$ cat src/tcwu_pkg.sv
// Purpose: Shared constants and types for the timer compare waveform unit.
// Assumes: 8-bit counter, two compare channels A and B.
// Notes: Mode codes follow the three-bit waveform mode select.
`default_nettype none
package tcwu_pkg;
	localparam int CNT_W = 8;
	localparam logic [7:0] BOTTOM_VAL = 8'h00;
	localparam logic [7:0] MAX_VAL = 8'hFF;
	localparam logic [7:0] CNT_RST = 8'h00;
	localparam logic [7:0] OCR_RST = 8'h00;
	localparam logic [2:0] MODE_RST = 3'h0;
	localparam logic [1:0] ACT_NONE = 2'h0;
	localparam logic [1:0] ACT_TOGGLE = 2'h1;
	localparam logic [1:0] ACT_CLEAR = 2'h2;
	localparam logic [1:0] ACT_SET = 2'h3;
	localparam int N_CH = 2;

	typedef enum logic [2:0] {
		TCWU_MODE_NORMAL = 3'h0,
		TCWU_MODE_PC_FF = 3'h1,
		TCWU_MODE_CLEAR_ON_MATCH = 3'h2,
		TCWU_MODE_FAST_FF = 3'h3,
		TCWU_MODE_RSV4 = 3'h4,
		TCWU_MODE_PC_OCR = 3'h5,
		TCWU_MODE_RSV6 = 3'h6,
		TCWU_MODE_FAST_OCR = 3'h7
	} tcwu_mode_e;
endpackage : tcwu_pkg
`default_nettype wire

$ cat src/tcwu_ch_if.sv
// Purpose: Carrier between the counter core and one compare output channel.
// Assumes: Single clock domain.
// Notes: Core drives events, channel returns its output state.
`default_nettype none
interface tcwu_ch_if;
	logic match;
	logic bottom_evt;
	logic pwm_mode;
	logic force_evt;
	logic [1:0] action;
	logic out_state;
	modport core (output match, output bottom_evt, output pwm_mode, output force_evt,
		output action, input out_state);
	modport chan (input match, input bottom_evt, input pwm_mode, input force_evt,
		input action, output out_state);
endinterface : tcwu_ch_if
`default_nettype wire

$ cat src/tcwu_output_unit.sv
// Purpose: Compare output state and its update on match, bottom and force.
// Assumes: Match and bottom events arrive already qualified by the timer clock enable; force strobes arrive unqualified.
// Notes: State survives mode changes; only events move it.
`default_nettype none
module tcwu_output_unit (
	input wire logic clk_i,
	input wire logic rst_n_i,
	tcwu_ch_if.chan ch
);
	logic out_reg;
	logic out_next;
	logic nonpwm_hit;
	logic fast_match;
	logic fast_bottom;

	assign nonpwm_hit = !ch.pwm_mode && (ch.match || ch.force_evt);
	assign fast_match = ch.pwm_mode && ch.match;
	assign fast_bottom = ch.pwm_mode && ch.bottom_evt;

	// Action select is read live, never buffered
	always_comb begin
		out_next = out_reg;
		if (nonpwm_hit) begin
			unique case (ch.action)
				tcwu_pkg::ACT_NONE: out_next = out_reg;
				tcwu_pkg::ACT_TOGGLE: out_next = !out_reg;
				tcwu_pkg::ACT_CLEAR: out_next = 1'b0;
				tcwu_pkg::ACT_SET: out_next = 1'b1;
			endcase
		end else if (fast_match) begin
			unique case (ch.action)
				tcwu_pkg::ACT_NONE: out_next = out_reg;
				tcwu_pkg::ACT_TOGGLE: out_next = !out_reg;
				tcwu_pkg::ACT_CLEAR: out_next = 1'b0;
				tcwu_pkg::ACT_SET: out_next = 1'b1;
			endcase
		end else if (fast_bottom) begin
			unique case (ch.action)
				tcwu_pkg::ACT_CLEAR: out_next = 1'b1;
				tcwu_pkg::ACT_SET: out_next = 1'b0;
				default: out_next = out_reg;
			endcase
		end
	end

	// Match wins over bottom so a compare equal to top takes the bottom action only on the first tick after a counter write, when the match is blocked
	always_ff @(posedge clk_i or negedge rst_n_i) begin
		if (!rst_n_i) begin
			out_reg <= 1'b0;
		end else begin
			out_reg <= out_next;
		end
	end

	assign ch.out_state = out_reg;
endmodule : tcwu_output_unit
`default_nettype wire

$ cat src/tcwu_timer.sv
// Purpose: 8-bit timer counter with Normal, clear-on-match and fast PWM modes.
// Assumes: tick_i is a one-cycle timer clock enable from a prescaler.
// Notes: Phase correct modes are not built; their codes behave as Normal.
// Notes: In fast PWM a compare write waits in the buffer until the tick at top.
`default_nettype none
module tcwu_timer (
	input wire logic clk_i,
	input wire logic rst_n_i,
	input wire logic tick_i,
	input wire logic [2:0] waveform_mode_select_i,
	input wire logic [1:0] output_action_select_a_i,
	input wire logic [1:0] output_action_select_b_i,
	input wire logic force_compare_strobe_a_i,
	input wire logic force_compare_strobe_b_i,
	input wire logic counter_write_i,
	input wire logic [7:0] counter_wdata_i,
	input wire logic compare_value_a_write_i,
	input wire logic compare_value_b_write_i,
	input wire logic [7:0] compare_wdata_i,
	input wire logic overflow_flag_clear_i,
	input wire logic compare_flag_a_clear_i,
	input wire logic compare_flag_b_clear_i,
	input wire logic port_data_a_i,
	input wire logic port_data_b_i,
	input wire logic pin_direction_bit_a_i,
	input wire logic pin_direction_bit_b_i,
	output logic [7:0] counter_value_o,
	output logic [7:0] compare_value_a_o,
	output logic [7:0] compare_value_b_o,
	output logic overflow_flag_o,
	output logic compare_flag_a_o,
	output logic compare_flag_b_o,
	output logic compare_output_a_o,
	output logic compare_output_b_o,
	output logic pin_a_o,
	output logic pin_a_oe_o,
	output logic pin_b_o,
	output logic pin_b_oe_o
);
	// ==========================================================
	// Declarations
	logic [7:0] cnt_reg;
	logic [7:0] cnt_next;
	logic [7:0] ocr_a_reg;
	logic [7:0] ocr_b_reg;
	logic [7:0] buf_a_reg;
	logic [7:0] buf_b_reg;
	logic block_reg;
	logic tov_reg;
	logic ocf_a_reg;
	logic ocf_b_reg;
	logic pwm_mode;
	logic ctc_mode;
	logic top_is_ocr;
	logic [7:0] top_val;
	logic at_top;
	logic at_max;
	logic clear_now;
	logic match_a;
	logic match_b;
	logic tov_set;
	logic bottom_evt;
	logic tov_on_wrap;
	logic tov_on_top;
	logic tov_next;
	logic ocf_a_next;
	logic ocf_b_next;
	logic [7:0] ocr_a_next;
	logic [7:0] ocr_b_next;
	tcwu_pkg::tcwu_mode_e mode;

	tcwu_ch_if ch_a();
	tcwu_ch_if ch_b();

	function automatic logic is_match(input logic [7:0] cnt, input logic [7:0] ocr,
		input logic tick, input logic blocked);
		is_match = tick && !blocked && (cnt == ocr);
	endfunction : is_match

	// Hardware set wins over a software clear in the same cycle
	function automatic logic flag_update(input logic set, input logic cur, input logic clr);
		flag_update = set || (cur && !clr);
	endfunction : flag_update

	// Direct write outside PWM; PWM loads the compare from the buffer only at top
	function automatic logic [7:0] ocr_update(input logic [7:0] ocr, input logic [7:0] shadow,
		input logic wr, input logic [7:0] wdata, input logic pwm, input logic load);
		if (!pwm) begin
			ocr_update = wr ? wdata : ocr;
		end else begin
			ocr_update = load ? shadow : ocr;
		end
	endfunction : ocr_update

	function automatic logic pin_mux(input logic [1:0] action, input logic state,
		input logic port_data);
		pin_mux = (action != tcwu_pkg::ACT_NONE) ? state : port_data;
	endfunction : pin_mux

	// Software sees the buffer while buffering is active
	function automatic logic [7:0] sw_view(input logic pwm, input logic [7:0] shadow,
		input logic [7:0] ocr);
		sw_view = pwm ? shadow : ocr;
	endfunction : sw_view

	// ==========================================================
	// Mode decode
	assign mode = tcwu_pkg::tcwu_mode_e'(waveform_mode_select_i);
	assign pwm_mode = (mode == tcwu_pkg::TCWU_MODE_FAST_FF)
		|| (mode == tcwu_pkg::TCWU_MODE_FAST_OCR);
	assign ctc_mode = (mode == tcwu_pkg::TCWU_MODE_CLEAR_ON_MATCH);
	assign top_is_ocr = (mode == tcwu_pkg::TCWU_MODE_FAST_OCR);
	assign top_val = top_is_ocr ? ocr_a_reg : tcwu_pkg::MAX_VAL;
	assign at_top = (cnt_reg == top_val);
	assign at_max = (cnt_reg == tcwu_pkg::MAX_VAL);

	// ==========================================================
	// Matches, blocked for one tick after a counter write
	assign match_a = is_match(cnt_reg, ocr_a_reg, tick_i, block_reg);
	assign match_b = is_match(cnt_reg, ocr_b_reg, tick_i, block_reg);

	// Unbuffered compare A in clear-on-match: a skipped value wraps round
	assign clear_now = tick_i && ((ctc_mode && match_a) || (pwm_mode && at_top));

	assign bottom_evt = tick_i && pwm_mode && at_top;

	// Overflow: roll from max in non-PWM, reaching top in fast PWM
	assign tov_on_wrap = !pwm_mode && at_max;
	assign tov_on_top = pwm_mode && at_top;
	assign tov_set = tick_i && (tov_on_wrap || tov_on_top);

	// ==========================================================
	// Counter next value
	always_comb begin
		cnt_next = cnt_reg;
		if (counter_write_i) begin
			cnt_next = counter_wdata_i;
		end else if (clear_now) begin
			cnt_next = tcwu_pkg::BOTTOM_VAL;
		end else if (tick_i) begin
			cnt_next = cnt_reg + 8'h01;
		end
	end

	// ==========================================================
	// Counter
	always_ff @(posedge clk_i or negedge rst_n_i) begin
		if (!rst_n_i) begin
			cnt_reg <= tcwu_pkg::CNT_RST;
		end else begin
			cnt_reg <= cnt_next;
		end
	end

	// ==========================================================
	// Match blocking after a counter write
	// Block holds until the next tick has passed, even when stopped
	always_ff @(posedge clk_i or negedge rst_n_i) begin
		if (!rst_n_i) begin
			block_reg <= 1'b0;
		end else if (counter_write_i) begin
			block_reg <= 1'b1;
		end else if (tick_i) begin
			block_reg <= 1'b0;
		end
	end

	// ==========================================================
	// Compare registers: buffered in PWM, direct otherwise
	assign ocr_a_next = ocr_update(ocr_a_reg, buf_a_reg, compare_value_a_write_i,
		compare_wdata_i, pwm_mode, bottom_evt);
	assign ocr_b_next = ocr_update(ocr_b_reg, buf_b_reg, compare_value_b_write_i,
		compare_wdata_i, pwm_mode, bottom_evt);

	always_ff @(posedge clk_i or negedge rst_n_i) begin
		if (!rst_n_i) begin
			buf_a_reg <= tcwu_pkg::OCR_RST;
			ocr_a_reg <= tcwu_pkg::OCR_RST;
		end else begin
			if (compare_value_a_write_i) begin
				buf_a_reg <= compare_wdata_i;
			end
			ocr_a_reg <= ocr_a_next;
		end
	end

	always_ff @(posedge clk_i or negedge rst_n_i) begin
		if (!rst_n_i) begin
			buf_b_reg <= tcwu_pkg::OCR_RST;
			ocr_b_reg <= tcwu_pkg::OCR_RST;
		end else begin
			if (compare_value_b_write_i) begin
				buf_b_reg <= compare_wdata_i;
			end
			ocr_b_reg <= ocr_b_next;
		end
	end

	// ==========================================================
	// Flags: hardware set wins over software clear
	assign tov_next = flag_update(tov_set, tov_reg, overflow_flag_clear_i);
	// Force strobes never reach the flags
	assign ocf_a_next = flag_update(match_a, ocf_a_reg, compare_flag_a_clear_i);
	assign ocf_b_next = flag_update(match_b, ocf_b_reg, compare_flag_b_clear_i);

	always_ff @(posedge clk_i or negedge rst_n_i) begin
		if (!rst_n_i) begin
			tov_reg <= 1'b0;
		end else begin
			tov_reg <= tov_next;
		end
	end

	always_ff @(posedge clk_i or negedge rst_n_i) begin
		if (!rst_n_i) begin
			ocf_a_reg <= 1'b0;
		end else begin
			ocf_a_reg <= ocf_a_next;
		end
	end

	always_ff @(posedge clk_i or negedge rst_n_i) begin
		if (!rst_n_i) begin
			ocf_b_reg <= 1'b0;
		end else begin
			ocf_b_reg <= ocf_b_next;
		end
	end

	// ==========================================================
	// Output channels
	assign ch_a.match = match_a;
	assign ch_a.bottom_evt = bottom_evt;
	assign ch_a.pwm_mode = pwm_mode;
	assign ch_a.force_evt = force_compare_strobe_a_i;
	assign ch_a.action = output_action_select_a_i;
	assign ch_b.match = match_b;
	assign ch_b.bottom_evt = bottom_evt;
	assign ch_b.pwm_mode = pwm_mode;
	assign ch_b.force_evt = force_compare_strobe_b_i;
	assign ch_b.action = output_action_select_b_i;

	tcwu_output_unit u_out_a (
		.clk_i(clk_i),
		.rst_n_i(rst_n_i),
		.ch(ch_a)
	);

	tcwu_output_unit u_out_b (
		.clk_i(clk_i),
		.rst_n_i(rst_n_i),
		.ch(ch_b)
	);

	// ==========================================================
	// Pin override, independent of mode; direction stays with the port
	assign pin_a_o = pin_mux(output_action_select_a_i, ch_a.out_state,
		port_data_a_i);
	assign pin_b_o = pin_mux(output_action_select_b_i, ch_b.out_state,
		port_data_b_i);
	assign pin_a_oe_o = pin_direction_bit_a_i;
	assign pin_b_oe_o = pin_direction_bit_b_i;

	assign counter_value_o = cnt_reg;
	assign compare_value_a_o = sw_view(pwm_mode, buf_a_reg, ocr_a_reg);
	assign compare_value_b_o = sw_view(pwm_mode, buf_b_reg, ocr_b_reg);
	assign overflow_flag_o = tov_reg;
	assign compare_flag_a_o = ocf_a_reg;
	assign compare_flag_b_o = ocf_b_reg;
	assign compare_output_a_o = ch_a.out_state;
	assign compare_output_b_o = ch_b.out_state;
endmodule : tcwu_timer
`default_nettype wire

$ cat config.mk
export PLATFORM = sky130hd
export DESIGN_NAME = tcwu_timer
export DESIGN_NICKNAME = d
export VERILOG_FILES = /design/src/tcwu_pkg.sv /design/src/tcwu_ch_if.sv /design/src/tcwu_output_unit.sv /design/src/tcwu_timer.sv
export SDC_FILE = /design/constraint.sdc
export NUM_CORES = 1
export LEC_CHECK = 0
export BUFFER_PORTS_ARGS = -buffer_cell sky130_fd_sc_hd__buf_4
export CAP_MARGIN = 10
export CORE_MARGIN = 4
export CORE_UTILIZATION = 28
export CTS_CLUSTER_DIAMETER = 80
export DETAILED_ROUTE_END_ITERATION = 8
export GPL_ROUTABILITY_DRIVEN = 0
export GPL_TIMING_DRIVEN = 0
export PLACE_DENSITY_LB_ADDON = 0.3
export SLEW_MARGIN = 20
export SYNTH_ARGS = -nofsm -noshare
export SYNTH_HDL_FRONTEND = slang
export SYNTH_HIERARCHICAL = 1
export SYNTH_SLANG_ARGS = --single-unit
$ cat constraint.sdc
create_clock -name clk_i -period 4.6 [get_ports clk_i]
set_clock_uncertainty 0.2 [all_clocks]
set_input_delay 0.92 -clock clk_i [delete_from_list [all_inputs] [get_ports clk_i]]
set_output_delay 0.92 -clock clk_i [all_outputs]
set_load 0.03 [all_outputs]
==> results.toml <==
[sta]
slew_viol_final = 0
tightest_slew_ps = 683
setup_viol_count_final = 0
post-route-period-util_pct = 81.9
slew_headroom_pct = 54.1
finalHoldViolCount = 0
finalSetupTns_ps = 0
final.min_clock_period_ps = 3770
rsz0062_at_grt = "no"
fmaxAchievable_ghz = 0.266

[global_route]
grt_pass1_vias = 2211
grt_pass1_wl_mm = 11.4
antenna_found_initial = 0
grt_overflow = 0
gr-usage-all-layers_pct = 12.8
grt_max_degree = 47

[power_and_ir_drop]
max-vdd-ir-drop_mv = 0.181
p_comb_share_pct = 33.5
internal_power_uw = 729
clkPwrFrac_pct = 22.1
p_per_area_nw_per_um2 = 331
p_seq_share_pct = 44.4
leakagePower_uw = 0.00165
netSwitchingPower_uw = 402
swShare_pct = 35.5

[finish]
nFillCells = 976
fin_cells = 475
final_nets = 384
final_area_um2 = 3410
final_cell_mix = "nand2_1, buf_4, dfrtp_1"
layout-drive-gt1-share_pct = 35.5
area_growth_pct = 27.1
register_area_um2 = 1150
diodes = 0
final_common_cell = "nand2_1"
multi_input_area_um2 = 1420

[critical_path]
cp-start-kind = "primary input"
cp_max_fo = 10
regToRegSetupSlack_ps = 2110
crit_path_top_delay_cell = "clkbuf_1"
path_buf_inv = 4
arrival_ps = 2650
path_cells = "buf_4 -> nand2_1 -> clkbuf_1 -> clkbuf_1 -> nand2_1 -> nand2_1 -> buf_4"
slowest_delay_ps = 460
cp_common_cell = "nand2_1"
worstSetupEndpointType = "output port"
reg2reg_to = "u_out_a/ch.out_state"
r2r_cells = 7
crit_family = "buffers and inverters"
worstSetupPathType = "primary input to output port"
timing.rr.start = "counter_value_o[1]"
critical_path_required_ps = 3480

[clock_tree]
cts_hold_buf = 0
path_clk_slew_ps = 90
post_cts_resized = 0
cts_sinks = 46
cts_setup_buffers = 0
htreeDepth = 2
cts_buffer_depth = 2
cts_made_buffers = 5
root_buffer = "clkbuf_8"
cts_tree = "built"
clkLatencyLatePin_ps = 300

[yosys]
syn_nets = 313
ys_ff_latch = 46
synth_cell_types = 44
syn_area_per_cell_um2 = 9.80
synthArstFlopShare_pct = 100
synth_edf_count = 0
synthFlopType = "dfrtp_1"
syn_area_um2 = 2690
yosysSeqAreaShare_pct = 42.9
yosys_warnings = 6
synthCells = 274

[placed_design]
port-buffer-count = 64
place_hpwl_mm = 5.33
dpl.cell_count = 467
placed_area_um2 = 3330

[detailed_routing]
dr.pass1.iters = 4
drcViolationCount = 0
routed_wl_mm = 7.12
viasPerCell = 4.65
drtIter0Drc = 109
wl_per_cell_um = 15.0
drtAntennaViolNets = 0
vias = 2208

[status]
status = "finished, final reports clean"

[min_path]
whs_endpoint = "compare_flag_b_o"
min_path_type = "register to register"
hold_path_depth = 1
holdCritStartpoint = "compare_flag_b_o"

[die]
die-width_um = 106
die_y_um = 106
io_pins = 71
core_area_um2 = 9280
start_util_pct = 28.9
num_rows = 35
dieArea_um2 = 11200

[run]
maxCapViolCount = 0
[cell usage after synthesis (2+ instances only)]
cell      number  area share, %
o21a_4         2            1.1
nor4_2         2           0.93
or3_1          5            1.2
xnor2_1        4            1.3
or4b_1         2           0.75
o221ai_1       2           0.65
buf_4          2           0.56
inv_1         12            1.7
buf_2          4           0.75
xor2_1         9            2.9
clkbuf_1       7           0.98
nor3_1         2           0.37
nor2b_1        5            1.2
nand4_1        6            1.4
a21o_1         3           0.84
a211o_1        2           0.65
nand2_1       78             11
dfrtp_1       46             43
mux2_4         8            4.5
a21oi_4        2            1.2
o21ai_0        5           0.93
nor2_1         2           0.28
nand3_1        5           0.93
nand2b_1       7            1.6
a21oi_1        2           0.37
mux2_2        26             11
nor4_1         3           0.70
o31ai_1        5            1.4
[power by group through the flow]
| stage | clock, µW | combinational (µW) | sequential, µW |
|---|---|---|---|
| floorplan | 0 | 229 | 520 |
| CTS | 258 | 384 | 503 |
| finish | 250 | 379 | 503 |
| global placement | 0 | 379 | 509 |
| global route | 276 | 411 | 511 |
| detailed placement | 0 | 382 | 511 |
[worst max path at each step]
stage | cells after the start | from | endpoint
finish | 7 | waveform_mode_select_i[1] | compare_value_b_o[6]
global route | 7 | waveform_mode_select_i[1] | compare_value_b_o[2]
detailed placement | 7 | waveform_mode_select_i[1] | compare_value_a_o[0]
global placement | 7 | waveform_mode_select_i[1] | compare_value_a_o[0]
floorplan | 4 | waveform_mode_select_i[1] | compare_value_a_o[1]
CTS | 7 | waveform_mode_select_i[1] | compare_value_a_o[0]
[metal layers]
metal,track usage [%],share of wire [%],vias up
met1,18.1,47,1041
met3,2.79,5.9,10
met2,19.8,46,73
met5,0,0,-
met4,3.52,1.2,0
li1,-,-,1084
[cells by family (layout without fill, tap and decap cells)]
logic type               after synthesis  in the layout  share of synthesized area (%)
AO/OA/AOI/OAI                         29             29                           9.46
buffers and inverters                 26             98                           4.38
adder cells (fa/ha/maj)                1              1                          0.466
AND/OR/NAND/NOR                      124            124                           22.8
XOR/XNOR                              13             13                           4.24
multiplexers                          35             35                           15.8
flip-flops                            46             46                           42.9
[per-stage QoR]
stage	setup slack (ps)	utilization, %	power, µW	hold slack [ps]
floorplan	1250	-	749	279
CTS	824	36.8	1140	288
finish	834	36.8	1130	285
global route	682	36.8	1200	321
detailed placement	817	35.8	893	267
global placement	798	35.8	888	261
[cell type report]
type | instances | share of cell area (%)
tap | 129 | 4.73
clock inverter | 2 | 0.403
sequential | 46 | 33.7
timing repair buffer | 64 | 14.1
buffer | 14 | 2.13
multi-input combinational | 202 | 41.5
clock buffer | 6 | 2.13
inverter | 12 | 1.32
No activity file was read; power rests on OpenSTA's default activity.
